===== src/pkg/bert_pkg.sv =====
/*
 Shared constants for the bit error rate tester: register word indices,
 control and status field positions, pattern kinds and checker timing.
 Assumes a 32-bit Avalon-MM slave where register index N sits at byte N*4.
*/
package bert_pkg;
	////////////////////////////////////////////////////////////////////////////
	localparam int ADDR_W = 18;
	localparam logic [15:0] IDX_PATTERN0 = 16'h1101;
	localparam logic [15:0] IDX_PATTERN3 = 16'h1104;
	localparam logic [15:0] IDX_CTRL1 = 16'h1105;
	localparam logic [15:0] IDX_CTRL2 = 16'h1106;
	localparam logic [15:0] IDX_BITCNT0 = 16'h1107;
	localparam logic [15:0] IDX_BITCNT1 = 16'h1108;
	localparam logic [15:0] IDX_BITCNT2 = 16'h1109;
	localparam logic [15:0] IDX_BITCNT3 = 16'h110A;
	localparam logic [15:0] IDX_ERRCNT0 = 16'h110B;
	localparam logic [15:0] IDX_ERRCNT1 = 16'h110C;
	localparam logic [15:0] IDX_ERRCNT2 = 16'h110D;
	localparam logic [15:0] IDX_STATUS = 16'h110E;
	localparam logic [15:0] IDX_MASK = 16'h110F;
	localparam logic [7:0] REG_RESET = 8'h00;
	////////////////////////////////////////////////////////////////////////////
	localparam int C1_REALIGN = 0;
	localparam int C1_LATCH = 1;
	localparam int C1_KIND_LSB = 2;
	localparam int C1_RX_INV = 5;
	localparam int C1_TX_INV = 6;
	localparam int C1_LOAD = 7;
	localparam int C2_LEN_LSB = 0;
	localparam int C2_SINGLE = 4;
	localparam int C2_RATE_LSB = 5;
	////////////////////////////////////////////////////////////////////////////
	localparam int ST_LOCKED = 0;
	localparam int ST_LOST = 1;
	localparam int ST_ZEROS = 2;
	localparam int ST_ONES = 3;
	localparam int ST_ERR_OVF = 4;
	localparam int ST_BIT_OVF = 5;
	localparam int ST_BIT_ERR = 6;
	localparam int ST_W = 7;
	////////////////////////////////////////////////////////////////////////////
	localparam logic [5:0] LOCK_MATCH_LAST = 6'h1F;
	localparam logic [5:0] RUN_FULL = 6'h20;
	localparam logic [5:0] REPEAT_BASE = 6'h11;
	localparam logic [5:0] LOSS_WINDOW_LAST = 6'h3F;
	localparam logic [2:0] LOSS_ERRORS = 3'h6;
	localparam logic [31:0] TX_SEED_RESET = 32'hFFFFFFFF;
	localparam logic [31:0] RX_SEED_RESET = 32'h00000000;
	localparam logic [23:0] DECADE [8] = '{24'h000001, 24'h00000A, 24'h000064, 24'h0003E8,
		24'h002710, 24'h0186A0, 24'h0F4240, 24'h989680};
	typedef enum logic [2:0] {
		KIND_PRBS7 = 3'b000,
		KIND_PRBS11 = 3'b001,
		KIND_PRBS15 = 3'b010,
		KIND_QRSS = 3'b011,
		KIND_REPEAT = 3'b100,
		KIND_ALT_WORD = 3'b101,
		KIND_DALY = 3'b110,
		KIND_PRBS9 = 3'b111
	} kind_type;
	typedef enum logic [0:0] {
		CHK_SEARCH = 1'b0,
		CHK_LOCKED = 1'b1
	} chk_state_type;
endpackage


===== src/bert_pattern_engine.sv =====
/*
 Pattern history register shared by generator and checker: predicts the next
 bit from the last 32 bits, either by LFSR taps or by a repeat distance.
 Assumes i_step is a one-cycle bit strobe on the same clock.
*/
module bert_pattern_engine #(
	parameter logic [31:0] RESET_HISTORY = 32'h00000000
) (
	input wire logic i_clock,
	input wire logic i_sys_rst,
	input wire logic i_step,
	input wire bert_pkg::kind_type i_kind,
	input wire logic [3:0] i_len_code,
	input wire logic i_seed_load,
	input wire logic [31:0] i_seed,
	input wire logic i_follow,
	input wire logic i_in_bit,
	output logic o_expected
);
	import bert_pkg::*;

	logic [31:0] history_q;
	logic [5:0] rep_len;

	////////////////////////////////////////////////////////////////////////////
	always_comb begin
		rep_len = REPEAT_BASE + {2'h0, i_len_code};
		case (i_kind)
			KIND_PRBS7: o_expected = history_q[6] ^ history_q[5];
			KIND_PRBS11: o_expected = history_q[10] ^ history_q[8];
			KIND_PRBS15: o_expected = history_q[14] ^ history_q[13];
			KIND_QRSS: o_expected = history_q[19] ^ history_q[16];
			KIND_PRBS9: o_expected = history_q[8] ^ history_q[4];
			// length code matters only here, the taps above ignore it
			default: o_expected = history_q[5'(rep_len - 6'h01)];
		endcase
	end

	// while following, the received bit refills the history (self-synchronising)
	always_ff @(posedge i_clock or posedge i_sys_rst) begin
		if (i_sys_rst) begin
			history_q <= RESET_HISTORY;
		end else if (i_seed_load) begin
			history_q <= i_seed;
		end else if (i_step) begin
			history_q <= {history_q[30:0], i_follow ? i_in_bit : o_expected};
		end
	end
endmodule


===== src/bert_error_inject.sv =====
/*
 Error insertion timer: one error per decade count of generated bits, plus
 a single error armed by a one-cycle request.
 Assumes i_step is a one-cycle bit strobe on the same clock.
*/
module bert_error_inject (
	input wire logic i_clock,
	input wire logic i_sys_rst,
	input wire logic i_step,
	input wire logic [2:0] i_rate,
	input wire logic i_single_req,
	output logic o_inject
);
	import bert_pkg::*;

	logic [23:0] count_q;
	logic pending_q;
	logic rate_hit;

	assign rate_hit = (i_rate != 3'h0) && (count_q >= DECADE[i_rate] - 24'h000001);
	assign o_inject = i_step && (rate_hit || pending_q);

	always_ff @(posedge i_clock or posedge i_sys_rst) begin
		if (i_sys_rst) begin
			count_q <= 24'h000000;
		end else if (i_rate == 3'h0) begin
			count_q <= 24'h000000;
		end else if (i_step) begin
			count_q <= rate_hit ? 24'h000000 : count_q + 24'h000001;
		end
	end

	// a single request waits for the next bit; a new request meanwhile merges
	always_ff @(posedge i_clock or posedge i_sys_rst) begin
		if (i_sys_rst) begin
			pending_q <= 1'b0;
		end else if (i_single_req) begin
			pending_q <= 1'b1;
		end else if (i_step) begin
			pending_q <= 1'b0;
		end
	end
endmodule


===== src/bert_tester.sv =====
/*
 Bit error rate tester for one channel: transmit pattern generator with
 error insertion, receive checker with lock search, bit and error counters,
 latched status with mask and interrupt, Avalon-MM register slave.
 Assumes the framer gives one-cycle bit strobes on I_CLOCK for each side,
 and a master that holds its request until waitrequest is seen low.
*/
// Functional notes
// - realign bit rising edge restarts pattern search
// - rate field inserts errors one per decade
// - single-inject rising edge corrupts exactly one bit
// - repeat length is seventeen plus code
// - length code ignored for pseudorandom patterns
// - bit count in four bytes, LSB first
// - error count in three bytes, LSB first
// - all status bits latch and can interrupt
// - bit errors detected only while locked
// - bit counter wrap sets overflow event
// - error counter wrap sets overflow event
// - thirty-two consecutive ones set all-ones
// - thirty-two consecutive zeros set all-zeros
// - entering search sets lock-lost
// - lock after thirty-two consecutive matching bits
// - per-event mask, one enables interrupt
// - conditions interrupt on set and clear
// - latch strobe copies counts, clears counters
// - kind field picks generator and checker pattern
// - separate transmit and receive inversion bits
module bert_tester #(
	parameter int BIT_CNT_W = 32,
	parameter int ERR_CNT_W = 24
) (
	input wire logic I_CLOCK,
	input wire logic I_SYS_RST,
	input wire logic [bert_pkg::ADDR_W-1:0] I_AVS_ADDRESS,
	input wire logic [3:0] I_AVS_BYTEENABLE,
	input wire logic I_AVS_READ,
	input wire logic I_AVS_WRITE,
	input wire logic [31:0] I_AVS_WRITEDATA,
	output logic [31:0] O_AVS_READDATA,
	output logic O_AVS_WAITREQUEST,
	input wire logic I_TX_BIT_STROBE,
	output logic O_TX_DATA,
	input wire logic I_RX_BIT_STROBE,
	input wire logic I_RX_DATA,
	output logic O_IRQ
);
	import bert_pkg::*;

	logic waitreq_q;
	logic [7:0] rdata_q;
	logic [7:0] rdata_d;
	logic [15:0] idx;
	logic wr_acc;
	logic rd_acc;
	logic wr_lane0;
	logic [31:0] pattern_q;
	logic [7:0] ctrl1_q;
	logic [7:0] ctrl2_q;
	logic [7:0] ctrl1_prev_q;
	logic [7:0] ctrl2_prev_q;
	logic [ST_W-1:0] mask_q;
	logic [ST_W-1:0] status_q;
	logic [ST_W-1:0] status_set;
	logic [ST_W-1:0] status_clr;
	logic realign_rise;
	logic latch_rise;
	logic load_rise;
	logic single_rise;
	kind_type kind;
	logic tx_expected;
	logic tx_inject;
	logic tx_q;
	logic rx_bit;
	logic rx_expected;
	logic mismatch;
	chk_state_type chk_q;
	logic [5:0] match_cnt_q;
	logic [5:0] window_q;
	logic [2:0] window_err_q;
	logic err_pulse;
	logic [5:0] ones_run_q;
	logic [5:0] zeros_run_q;
	logic ones_live;
	logic zeros_live;
	logic [3:0] cond_prev_q;
	logic [3:0] cond_live;
	logic [BIT_CNT_W-1:0] bit_counter_q;
	logic [ERR_CNT_W-1:0] error_counter_q;
	logic [BIT_CNT_W-1:0] bit_hold_q;
	logic [ERR_CNT_W-1:0] err_hold_q;
	logic bit_inc;
	logic irq_q;

	////////////////////////////////////////////////////////////////////////////
	// bus slave: one wait cycle, then waitrequest low for exactly one cycle
	assign idx = I_AVS_ADDRESS[ADDR_W-1:2];
	assign wr_acc = I_AVS_WRITE && !waitreq_q;
	assign rd_acc = I_AVS_READ && !waitreq_q;
	assign wr_lane0 = wr_acc && I_AVS_BYTEENABLE[0];

	always_ff @(posedge I_CLOCK or posedge I_SYS_RST) begin
		if (I_SYS_RST) begin
			waitreq_q <= 1'b1;
		end else begin
			waitreq_q <= !((I_AVS_READ || I_AVS_WRITE) && waitreq_q);
		end
	end

	always_comb begin
		rdata_d = 8'h00;
		case (idx)
			IDX_CTRL1: rdata_d = ctrl1_q;
			IDX_CTRL2: rdata_d = ctrl2_q;
			IDX_BITCNT0: rdata_d = bit_hold_q[7:0];
			IDX_BITCNT1: rdata_d = bit_hold_q[15:8];
			IDX_BITCNT2: rdata_d = bit_hold_q[23:16];
			IDX_BITCNT3: rdata_d = bit_hold_q[31:24];
			IDX_ERRCNT0: rdata_d = err_hold_q[7:0];
			IDX_ERRCNT1: rdata_d = err_hold_q[15:8];
			IDX_ERRCNT2: rdata_d = err_hold_q[23:16];
			IDX_STATUS: rdata_d = {1'b0, status_q};
			IDX_MASK: rdata_d = {1'b0, mask_q};
			default: begin
				if (idx >= IDX_PATTERN0 && idx <= IDX_PATTERN3) begin
					rdata_d = pattern_q[{idx[1:0] - 2'h1, 3'h0} +: 8];
				end
			end
		endcase
	end

	// read data captured one edge ahead, so it stands while waitrequest is low
	always_ff @(posedge I_CLOCK or posedge I_SYS_RST) begin
		if (I_SYS_RST) begin
			rdata_q <= REG_RESET;
		end else if (I_AVS_READ && waitreq_q) begin
			rdata_q <= rdata_d;
		end
	end

	////////////////////////////////////////////////////////////////////////////
	// control registers
	genvar k;
	generate
		for (k = 0; k < 4; k++) begin : g_pattern
			always_ff @(posedge I_CLOCK or posedge I_SYS_RST) begin
				if (I_SYS_RST) begin
					pattern_q[8*k +: 8] <= REG_RESET;
				end else if (wr_lane0 && idx == IDX_PATTERN0 + 16'(k)) begin
					pattern_q[8*k +: 8] <= I_AVS_WRITEDATA[7:0];
				end
			end
		end
	endgenerate

	always_ff @(posedge I_CLOCK or posedge I_SYS_RST) begin
		if (I_SYS_RST) begin
			ctrl1_q <= REG_RESET;
			ctrl2_q <= REG_RESET;
			mask_q <= REG_RESET[ST_W-1:0];
		end else if (wr_lane0) begin
			if (idx == IDX_CTRL1) begin
				ctrl1_q <= I_AVS_WRITEDATA[7:0];
			end
			if (idx == IDX_CTRL2) begin
				ctrl2_q <= I_AVS_WRITEDATA[7:0];
			end
			if (idx == IDX_MASK) begin
				mask_q <= I_AVS_WRITEDATA[ST_W-1:0];
			end
		end
	end

	// edge detection: a held bit acts once, it must be cleared and set again
	always_ff @(posedge I_CLOCK or posedge I_SYS_RST) begin
		if (I_SYS_RST) begin
			ctrl1_prev_q <= REG_RESET;
			ctrl2_prev_q <= REG_RESET;
		end else begin
			ctrl1_prev_q <= ctrl1_q;
			ctrl2_prev_q <= ctrl2_q;
		end
	end

	assign realign_rise = ctrl1_q[C1_REALIGN] && !ctrl1_prev_q[C1_REALIGN];
	assign latch_rise = ctrl1_q[C1_LATCH] && !ctrl1_prev_q[C1_LATCH];
	assign load_rise = ctrl1_q[C1_LOAD] && !ctrl1_prev_q[C1_LOAD];
	assign single_rise = ctrl2_q[C2_SINGLE] && !ctrl2_prev_q[C2_SINGLE];
	assign kind = kind_type'(ctrl1_q[C1_KIND_LSB +: 3]);

	////////////////////////////////////////////////////////////////////////////
	// transmit generator
	bert_pattern_engine #(
		.RESET_HISTORY(TX_SEED_RESET)
	) u_tx_engine (
		.i_clock(I_CLOCK),
		.i_sys_rst(I_SYS_RST),
		.i_step(I_TX_BIT_STROBE),
		.i_kind(kind),
		.i_len_code(ctrl2_q[C2_LEN_LSB +: 4]),
		.i_seed_load(load_rise),
		.i_seed(kind == KIND_PRBS7 || kind == KIND_PRBS11 || kind == KIND_PRBS15 || kind == KIND_QRSS ||
			kind == KIND_PRBS9 ? TX_SEED_RESET : pattern_q),
		.i_follow(1'b0),
		.i_in_bit(1'b0),
		.o_expected(tx_expected)
	);

	bert_error_inject u_inject (
		.i_clock(I_CLOCK),
		.i_sys_rst(I_SYS_RST),
		.i_step(I_TX_BIT_STROBE),
		.i_rate(ctrl2_q[C2_RATE_LSB +: 3]),
		.i_single_req(single_rise),
		.o_inject(tx_inject)
	);

	// the framer takes O_TX_DATA on its strobe; the next bit is then presented
	always_ff @(posedge I_CLOCK or posedge I_SYS_RST) begin
		if (I_SYS_RST) begin
			tx_q <= 1'b0;
		end else if (I_TX_BIT_STROBE) begin
			tx_q <= tx_expected ^ tx_inject ^ ctrl1_q[C1_TX_INV];
		end
	end

	////////////////////////////////////////////////////////////////////////////
	// receive checker
	assign rx_bit = I_RX_DATA ^ ctrl1_q[C1_RX_INV];
	assign mismatch = rx_bit != rx_expected;
	assign err_pulse = I_RX_BIT_STROBE && chk_q == CHK_LOCKED && mismatch;

	bert_pattern_engine #(
		.RESET_HISTORY(RX_SEED_RESET)
	) u_rx_engine (
		.i_clock(I_CLOCK),
		.i_sys_rst(I_SYS_RST),
		.i_step(I_RX_BIT_STROBE),
		.i_kind(kind),
		.i_len_code(ctrl2_q[C2_LEN_LSB +: 4]),
		.i_seed_load(1'b0),
		.i_seed(RX_SEED_RESET),
		.i_follow(chk_q == CHK_SEARCH),
		.i_in_bit(rx_bit),
		.o_expected(rx_expected)
	);

	always_ff @(posedge I_CLOCK or posedge I_SYS_RST) begin
		if (I_SYS_RST) begin
			chk_q <= CHK_SEARCH;
			match_cnt_q <= 6'h00;
		end else if (realign_rise) begin
			chk_q <= CHK_SEARCH;
			match_cnt_q <= 6'h00;
		end else if (I_RX_BIT_STROBE) begin
			case (chk_q)
				CHK_SEARCH: begin
					match_cnt_q <= mismatch ? 6'h00 : match_cnt_q + 6'h01;
					if (!mismatch && match_cnt_q == LOCK_MATCH_LAST) begin
						chk_q <= CHK_LOCKED;
					end
				end
				CHK_LOCKED: begin
					match_cnt_q <= 6'h00;
					// too many errors in one window means the pattern slipped
					if (mismatch && window_err_q == LOSS_ERRORS - 3'h1) begin
						chk_q <= CHK_SEARCH;
					end
				end
				default: chk_q <= CHK_SEARCH;
			endcase
		end
	end

	always_ff @(posedge I_CLOCK or posedge I_SYS_RST) begin
		if (I_SYS_RST) begin
			window_q <= 6'h00;
			window_err_q <= 3'h0;
		end else if (chk_q == CHK_SEARCH) begin
			window_q <= 6'h00;
			window_err_q <= 3'h0;
		end else if (I_RX_BIT_STROBE) begin
			window_q <= window_q + 6'h01;
			if (window_q == LOSS_WINDOW_LAST) begin
				window_err_q <= {2'h0, mismatch};
			end else begin
				window_err_q <= window_err_q + {2'h0, mismatch};
			end
		end
	end

	always_ff @(posedge I_CLOCK or posedge I_SYS_RST) begin
		if (I_SYS_RST) begin
			ones_run_q <= 6'h00;
			zeros_run_q <= 6'h00;
		end else if (I_RX_BIT_STROBE) begin
			ones_run_q <= !rx_bit ? 6'h00 : (ones_live ? RUN_FULL : ones_run_q + 6'h01);
			zeros_run_q <= rx_bit ? 6'h00 : (zeros_live ? RUN_FULL : zeros_run_q + 6'h01);
		end
	end

	assign ones_live = ones_run_q == RUN_FULL;
	assign zeros_live = zeros_run_q == RUN_FULL;

	////////////////////////////////////////////////////////////////////////////
	// counters and count latch
	assign bit_inc = I_RX_BIT_STROBE && chk_q == CHK_LOCKED;

	always_ff @(posedge I_CLOCK or posedge I_SYS_RST) begin
		if (I_SYS_RST) begin
			bit_counter_q <= '0;
			error_counter_q <= '0;
			bit_hold_q <= '0;
			err_hold_q <= '0;
		end else if (latch_rise) begin
			bit_hold_q <= bit_counter_q;
			err_hold_q <= error_counter_q;
			bit_counter_q <= BIT_CNT_W'(bit_inc);
			error_counter_q <= ERR_CNT_W'(err_pulse);
		end else begin
			bit_counter_q <= bit_counter_q + BIT_CNT_W'(bit_inc);
			error_counter_q <= error_counter_q + ERR_CNT_W'(err_pulse);
		end
	end

	////////////////////////////////////////////////////////////////////////////
	// latched status, cleared by reading; a set in the clearing cycle wins
	assign cond_live = {ones_live, zeros_live, chk_q == CHK_SEARCH, chk_q == CHK_LOCKED};

	always_ff @(posedge I_CLOCK or posedge I_SYS_RST) begin
		if (I_SYS_RST) begin
			cond_prev_q <= 4'h2;
		end else begin
			cond_prev_q <= cond_live;
		end
	end

	always_comb begin
		status_set = '0;
		status_set[ST_BIT_ERR] = err_pulse;
		status_set[ST_BIT_OVF] = bit_inc && !latch_rise && &bit_counter_q;
		status_set[ST_ERR_OVF] = err_pulse && !latch_rise && &error_counter_q;
		status_set[ST_ONES] = cond_live[3] != cond_prev_q[3];
		status_set[ST_ZEROS] = cond_live[2] != cond_prev_q[2];
		status_set[ST_LOST] = cond_live[1] != cond_prev_q[1];
		status_set[ST_LOCKED] = cond_live[0] != cond_prev_q[0];
	end

	// only bits the host actually saw are cleared
	assign status_clr = (rd_acc && idx == IDX_STATUS) ? rdata_q[ST_W-1:0] : '0;

	always_ff @(posedge I_CLOCK or posedge I_SYS_RST) begin
		if (I_SYS_RST) begin
			status_q <= '0;
		end else begin
			status_q <= (status_q & ~status_clr) | status_set;
		end
	end

	always_ff @(posedge I_CLOCK or posedge I_SYS_RST) begin
		if (I_SYS_RST) begin
			irq_q <= 1'b0;
		end else begin
			irq_q <= |(status_q & mask_q);
		end
	end

	assign O_AVS_READDATA = {24'h000000, rdata_q};
	assign O_AVS_WAITREQUEST = waitreq_q;
	assign O_TX_DATA = tx_q;
	assign O_IRQ = irq_q;
endmodule


===== config.mk =====
export PLATFORM = sky130hd
export DESIGN_NAME = bert_tester
export DESIGN_NICKNAME = d
export VERILOG_FILES = /design/src/pkg/bert_pkg.sv /design/src/bert_pattern_engine.sv /design/src/bert_error_inject.sv /design/src/bert_tester.sv
export SDC_FILE = /design/constraint.sdc
export NUM_CORES = 1
export LEC_CHECK = 0
export ABC_AREA = 1
export BUFFER_PORTS_ARGS = -buffer_cell sky130_fd_sc_hd__buf_2
export CORE_MARGIN = 4
export CORE_UTILIZATION = 45
export CTS_CLUSTER_DIAMETER = 120
export DETAILED_ROUTE_END_ITERATION = 6
export GPL_TIMING_DRIVEN = 0
export MAX_ROUTING_LAYER = met4
export PLACE_DENSITY_LB_ADDON = 0.08
export SLEW_MARGIN = 0
export SYNTH_ARGS = -nofsm -noshare
export SYNTH_HDL_FRONTEND = slang
export SYNTH_SLANG_ARGS = --single-unit
export TNS_END_PERCENT = 20

===== constraint.sdc =====
create_clock -name I_CLOCK -period 13.2 [get_ports I_CLOCK]
set_clock_uncertainty 0.1 [all_clocks]
set_input_delay 1.98 -clock I_CLOCK [delete_from_list [all_inputs] [get_ports I_CLOCK]]
set_output_delay 1.98 -clock I_CLOCK [all_outputs]
set_load 0.05 [all_outputs]

# ---- After elaboration in Yosys (flattened, before gate mapping)
# Memories as Yosys holds them, arrays and structs flattened.
# Index checks and enable logic that the tools add are counted.
dict set report op_classes {
  n_mux 40
  n_addsub 12
  n_reduce_logical 52
  n_eq_ne 30
  shift 1
  magnitude_cmp 5
  bitwise 19
}
# op n
set ops {}
lappend ops {{16-bit by 13-bit equality test with 1-bit output, second input constant} 15}
lappend ops {{24-bit two-way mux} 6}
lappend ops {{32-bit two-way mux} 4}
lappend ops {{8-bit one-hot mux with 11 select lines} 1}
lappend ops {{6-bit two-way mux} 9}
lappend ops {{32-bit by 1-bit adder with 32-bit output} 1}
lappend ops {{32-bit AND reduction} 1}
lappend ops {{32-bit by 6-bit variable part select with 8-bit output} 1}
lappend ops {{1-bit logical AND} 25}
lappend ops {{24-bit by 1-bit adder with 24-bit output} 1}
lappend ops {{24-bit by 1-bit adder with 24-bit output, second input constant} 1}
lappend ops {{6-bit by 1-bit adder with 6-bit output, second input constant} 4}
lappend ops {{24-bit >= comparator} 1}
lappend ops {{24-bit AND reduction} 1}
lappend ops {{24-bit by 1-bit subtractor with 24-bit output, second input constant} 1}
lappend ops {{6-bit equality test, second input constant} 3}
lappend ops {{16-bit by 13-bit >= comparator with 1-bit output, second input constant} 1}
lappend ops {{16-bit by 13-bit <= comparator with 1-bit output, second input constant} 1}
lappend ops {{7-bit bitwise AND} 2}
lappend ops {{1-bit bitwise XOR} 13}
lappend ops {{6-bit one-hot mux with 2 select lines} 1}
lappend ops {{1-bit binary-select mux with 5-bit select} 2}
lappend ops {{1-bit one-hot mux with 5 select lines} 2}
lappend ops {{1-bit two-way mux} 9}
lappend ops {{27 further kinds} 53}
dict set report totals {
  mem_count 1
  wordCells 189
  romBits 192
  regBits 319
}
# memory words word_bits rd rd_clocked_by_memory_dff write_ports line_no
set mem_list {}
lappend mem_list {{(no name shown)} 8 24 1 0 0 bert_error_inject.sv:20} ;# assign rate_hit = (i_rate != 3'h0) && (count_q >= DECADE[i_rate] - 24'h000001);

# ---- Logic depth before layout (Yosys ltp)
dict set report logic_depth {
  ltp_word 12
  ltp_mapped 25
}

# ---- Modules after synthesis
# Synthesis repeated with hierarchy kept, for this count alone.
dict set report unflattened {
  cells_unflattened 2329
  hier_area_um2 17685.7
}
# module cells_each seq_area_each_um2 area_each_um2 instances
set modules_own_cells {}
lappend modules_own_cells {bert_tester 1483 5532.8 11551.1 1}
lappend modules_own_cells {bert_error_inject 414 625.6 2658.8 1}
lappend modules_own_cells {{bert_pattern_engine at u_tx_engine} 216 840.8 1757.9 1}
lappend modules_own_cells {{bert_pattern_engine at u_rx_engine} 216 800.8 1717.9 1}

# ---- Worst setup path after synthesis
# No wires, ideal clock.
dict set report synth_path {
  path_type {input to register}
  start {input port I_RX_DATA}
  end {register error_counter_q[22]}
  path_buffers 0
  setup_time_ns 0.064
  stages 19
  arrival_ns 4.194
  setup_slack_ns 8.842
  path_cell_list {or2_2 -> nand2_1 -> inv_1 -> nand3_4 -> nand2_8 -> nor2_1 -> ha_1 -> ha_1 -> nand2_2 -> nor2_4 -> inv_2 -> nor2_2 -> inv_2 -> nor2_4 -> nand3_2 -> nor2_4 -> nand2_2 -> a21oi_2 -> o21a_1}
}
dict set report synth_via {
  elab_chain_cells 5
}
# item line_no
set synth_rtl {}
lappend synth_rtl {{start, declared} bert_tester.sv:45} ;# input wire logic I_RX_DATA,
lappend synth_rtl {{1-bit bitwise XOR} bert_tester.sv:229} ;# assign rx_bit = I_RX_DATA ^ ctrl1_q[C1_RX_INV];
lappend synth_rtl {{1-bit inequality test} bert_tester.sv:230} ;# assign mismatch = rx_bit != rx_expected;
lappend synth_rtl {{1-bit logical AND} bert_tester.sv:231} ;# assign err_pulse = I_RX_BIT_STROBE && chk_q == CHK_LOCKED && mismatch;
lappend synth_rtl {{24-bit by 1-bit adder with 24-bit output} bert_tester.sv:322} ;# error_counter_q <= error_counter_q + ERR_CNT_W'(err_pulse);
lappend synth_rtl {{24-bit two-way mux} bert_tester.sv:315} ;# end else if (latch_rise) begin
lappend synth_rtl {{end signal, assigned} bert_tester.sv:319} ;# error_counter_q <= ERR_CNT_W'(err_pulse);
lappend synth_rtl {{end signal, assigned} bert_tester.sv:322}
lappend synth_rtl {{end, declared} bert_tester.sv:89} ;# logic [ERR_CNT_W-1:0] error_counter_q;
# No other way between the ends.
# A chain may end at the register's enable or synchronous reset.

# ---- Final worst setup path
# Ends and elaborated chain as after synthesis.

==> impl_metrics.py <==
metrics = {
    "detailed_routing": {
        "maxUsedRoutingLayer": "met4",
        "routed_wl_mm": 47.7,
        "met1_length_mm": 22.7,
        "wl_met2_mm": 22.0,
        "avgViaCountPerCell": 5.32,
        "dr.pass1.iters": 5,
        "ant_nets": 0,
        "drc": 0,
        "drt_iter0_drc": 1281,
        "wl_met3_mm": 2.29,
        "vias": 14700,
        "wl_per_cell_um": 17.3,
    },
    "synth": {
        "synthAdderAreaFrac_pct": 3.61,
        "synth_flop_cell": "dfrtp_1",
        "yosys-top-cells-area": "dfrtp_1, nand2_1, o21ai_0, dfstp_2, inv_1",
        "avgSynthCellArea_um2": 8.03,
        "synth_xor_area_share_pct": 1.91,
        "synth.area.mux_share_pct": 0,
        "ys_warn_count": 0,
        "yosys.area.top_type_share_pct": 40.6,
        "synthSimpleGateAreaFrac_pct": 27.1,
        "synthCells": 2116,
        "synth_top_family_by_area": "simple AND/OR/NAND/NOR gates",
        "synth-seq-cells": 310,
        "seq_area_frac_synth_pct": 45.9,
        "synth.most_common_cell": "nand2_1",
        "async_reset_ff_share_pct": 100,
        "synth_enable_flop_cells": 0,
        "synth_common_cells": "nand2_1, dfrtp_1, inv_1",
        "netlist_area_mm2": 0.0170,
        "ys_types": 56,
        "yosysTopAreaCell": "dfrtp_1",
        "synth_compound_area_share_pct": 13.2,
    },
    "critical_path": {
        "max_stage_delay_ns": 0.27,
        "path_delay_family": "simple AND/OR/NAND/NOR gates",
        "ff2ff_path_depth": 22,
        "crit_required_ns": 13.56,
        "end_kind": "flop",
        "crit_chain": "buf_2 -> or2_2 -> nand2_1 -> inv_1 -> nand3_4 -> nand2_8 -> nor2_1 -> ha_1 -> ha_1 -> nand2_2 -> nor2_4 -> inv_2 -> nor2_2 -> inv_2 -> nor2_4 -> nand3_2 -> nor2_4 -> nand2_2 -> a21oi_2 -> o21a_1",
        "r2r_setup_slack_ns": 8.97,
        "crit_fanout": 10,
        "path_buf_inv": 4,
        "crit_top_cell": "nor2_4",
        "crit_arrival_ns": 4.80,
        "crit_path_top_delay_cell": "or2_2",
        "setup.worst_path.class": "in -> reg",
        "crit_cells": 20,
        "cp-start-kind": "input pin",
    },
    "sta": {
        "setup_ws_ns": 8.76,
        "max_slew_margin_pct": 41.5,
        "worstMarginPinSlew_ns": 0.878,
        "setup_viol": 0,
        "min_period_over_period_pct": 33.6,
        "fmaxAchievable_mhz": 225,
        "hold_viol": 0,
        "fin_crit_ns": 4.44,
        "rsz0062_at_grt": "no",
        "maxSlewViolCount": 0,
    },
    "global_route": {
        "grt_usage_pct": 24.0,
        "grt_start_max_net_pins": 122,
        "overflow": 0,
        "grt_pass1_wl_mm": 77.8,
        "antenna_found_initial": 0,
        "grt_pass1_vias": 14200,
    },
    "worst_hold_path": {
        "hold-path-cell-count": 0,
        "hold_class": "reg -> reg",
    },
    "finish": {
        "area_growth_pct": 13.0,
        "fin_area_mm2": 0.0192,
        "fillerInstances": 3593,
        "finalNetCount": 2332,
        "multi_input_comb_area_mm2": 0.00788,
        "fin_util_pct": 52.0,
        "diodes": 0,
        "layout-drive-gt1-share_pct": 12.0,
        "seq_area_mm2": 0.00780,
    },
    "clock_tree": {
        "cts_resized": 0,
        "clock-sinks": 310,
        "cts.hold.buffers_added": 0,
        "postCtsSetupBuffers": 0,
        "clk_pin_slew_worst_paths_ns": 0.06,
        "cts_buffer_depth": 3,
        "cts_tree": "built",
        "cts-root-buf": "clkbuf_16",
        "insertion_delay_ns": 0.54,
        "cts_inserted_buffers": 38,
        "ctsHtreeMaxLevel": 2,
    },
    "floorplanning": {
        "start_util_pct": 46.0,
        "ios": 96,
        "die_x_um": 202,
        "fp-row-count": 70,
        "fp.coreArea_mm2": 0.0370,
        "die_h_um": 202,
        "die-area_mm2": 0.0410,
    },
    "power": {
        "p_total_mw": 2.27,
        "vdd_drop_max_v": 0.000105,
        "power_density_mw_per_mm2": 118,
        "leakage_nw": 8.77,
    },
    "placed_design": {
        "place_area_mm2": 0.0180,
        "portBuffers": 41,
        "place_ws_ns": 8.25,
        "hpwl_mm": 35.5,
        "gp_congestion": 0.902,
    },
    "status": {
        "status": "complete, no violations",
    },
    "job": {
        "cap_violations": 0,
    },
}
layer usage:
layer	up-vias	track usage (%)
met5	-	-
met4	0	4.49
met3	57	2.71
met2	359	37.3
met1	7040	34.6
li1	7200	-
cells in the final DEF, fill, tap and decap left out, drive strengths merged, types with 2 or more instances in the layout:
cell type and count:
o221ai 30, a32o 3, clkinv 13, nand2 486
o21a 5, o211ai 6, nand3b 3, a22o 2
conb 24, o22ai 12, xnor2 8, inv 238
o31ai 2, nor3b 9, nor2 191, nand4 41
dfstp 34, nand3 166, a211oi 3, a31oi 5
a21oi 76, dfrtp 276, clkbuf 95, o21ai 252
buf 97, xor2 29, nor4 14, ha 49
nor3 74
cell families after synthesis:
| family | Yosys count |
|---|---|
| and+or+nand+nor | 986 |
| adders and majority gates | 49 |
| xor gates and xnor gates | 37 |
| other | 1 |
| buffers and inverters | 334 |
| AOI/OAI and AO/OA | 399 |
| DFF | 310 |
through the flow:
step	hold slack, ns	cells	TNS (ns)
after detailed placement	0.259	2686	0
final	0.267	2754	0
after global placement	0.256	2684	-343.59
after floorplan	0.252	2139	0
after global routing	0.287	2754	0
after CTS	0.275	2754	0
sequential cells by signal, summed over array words and instances, names as in the netlist, 4 cells and up:
name,flops
bit_counter_q,32
status_q,7
u_inject.count_q,24
ctrl2_q,8
zeros_run_q,6
window_q,6
u_rx_engine.history_q,32
pattern_q,32
mask_q,7
ctrl1_q,8
err_hold_q,24
cond_prev_q,4
bit_hold_q,32
match_cnt_q,6
rdata_q,8
error_counter_q,24
u_tx_engine.history_q,32
ones_run_q,6
final timing paths:
path                                               endpoint                    from
setup / recovery              error_counter_q[22]$_DFF_PP0_               I_RX_DATA
hold / removal                     cond_prev_q[0]$_DFF_PP0_       chk_q$_DFFE_PP0P_
setup reg to reg           u_inject.count_q[13]$_DFFE_PP0P_  ctrl2_q[6]$_DFFE_PP0P_
hold reg to reg                    cond_prev_q[0]$_DFF_PP0_       chk_q$_DFFE_PP0P_
max in group asynchronous        zeros_run_q[2]$_DFFE_PP0P_               I_SYS_RST
min in group asynchronous  u_inject.count_q[20]$_DFFE_PP0P_               I_SYS_RST
power breakdown:
part	internal [mW]	total (mW)	switching, mW	leakage (nW)
Combinational	0.0619	0.200	0.138	4.02
Clock	0.607	1.03	0.419	0.612
Sequential	1.01	1.04	0.0308	4.13
worst reg2reg max path, stage by stage, from the launching register on:
cell     delay (ns)
dfrtp_1        0.58
inv_1          0.16
ha_1           0.23
nand2_1        0.20
ha_1           0.25
nand2_1        0.07
nor2_1         0.14
nand2_1        0.13
nor2_1         0.39
a21oi_1        0.14
ha_1           0.30
nand2_1        0.08
inv_1          0.04
nand2_1        0.05
nor2_1         0.05
nand2_1        0.05
nand3_1        0.07
nor2_1         0.14
nand2_1        0.17
nor3_4         0.33
inv_2          0.12
buf_2          0.21
o22ai_1        0.14
area by class of cell:
class                           count  share of cell area, %
Buffer                             95                   2.67
Clock buffer                       54                   5.78
Clock inverter                     14                  0.586
Inverter                          239                   4.71
Multi-Input combinational cell   1495                   41.0
Sequential cell                   310                   40.6
Tap cell                          504                   3.28
Timing Repair Buffer               43                   1.35
Power figures use the tool's default switching activity.
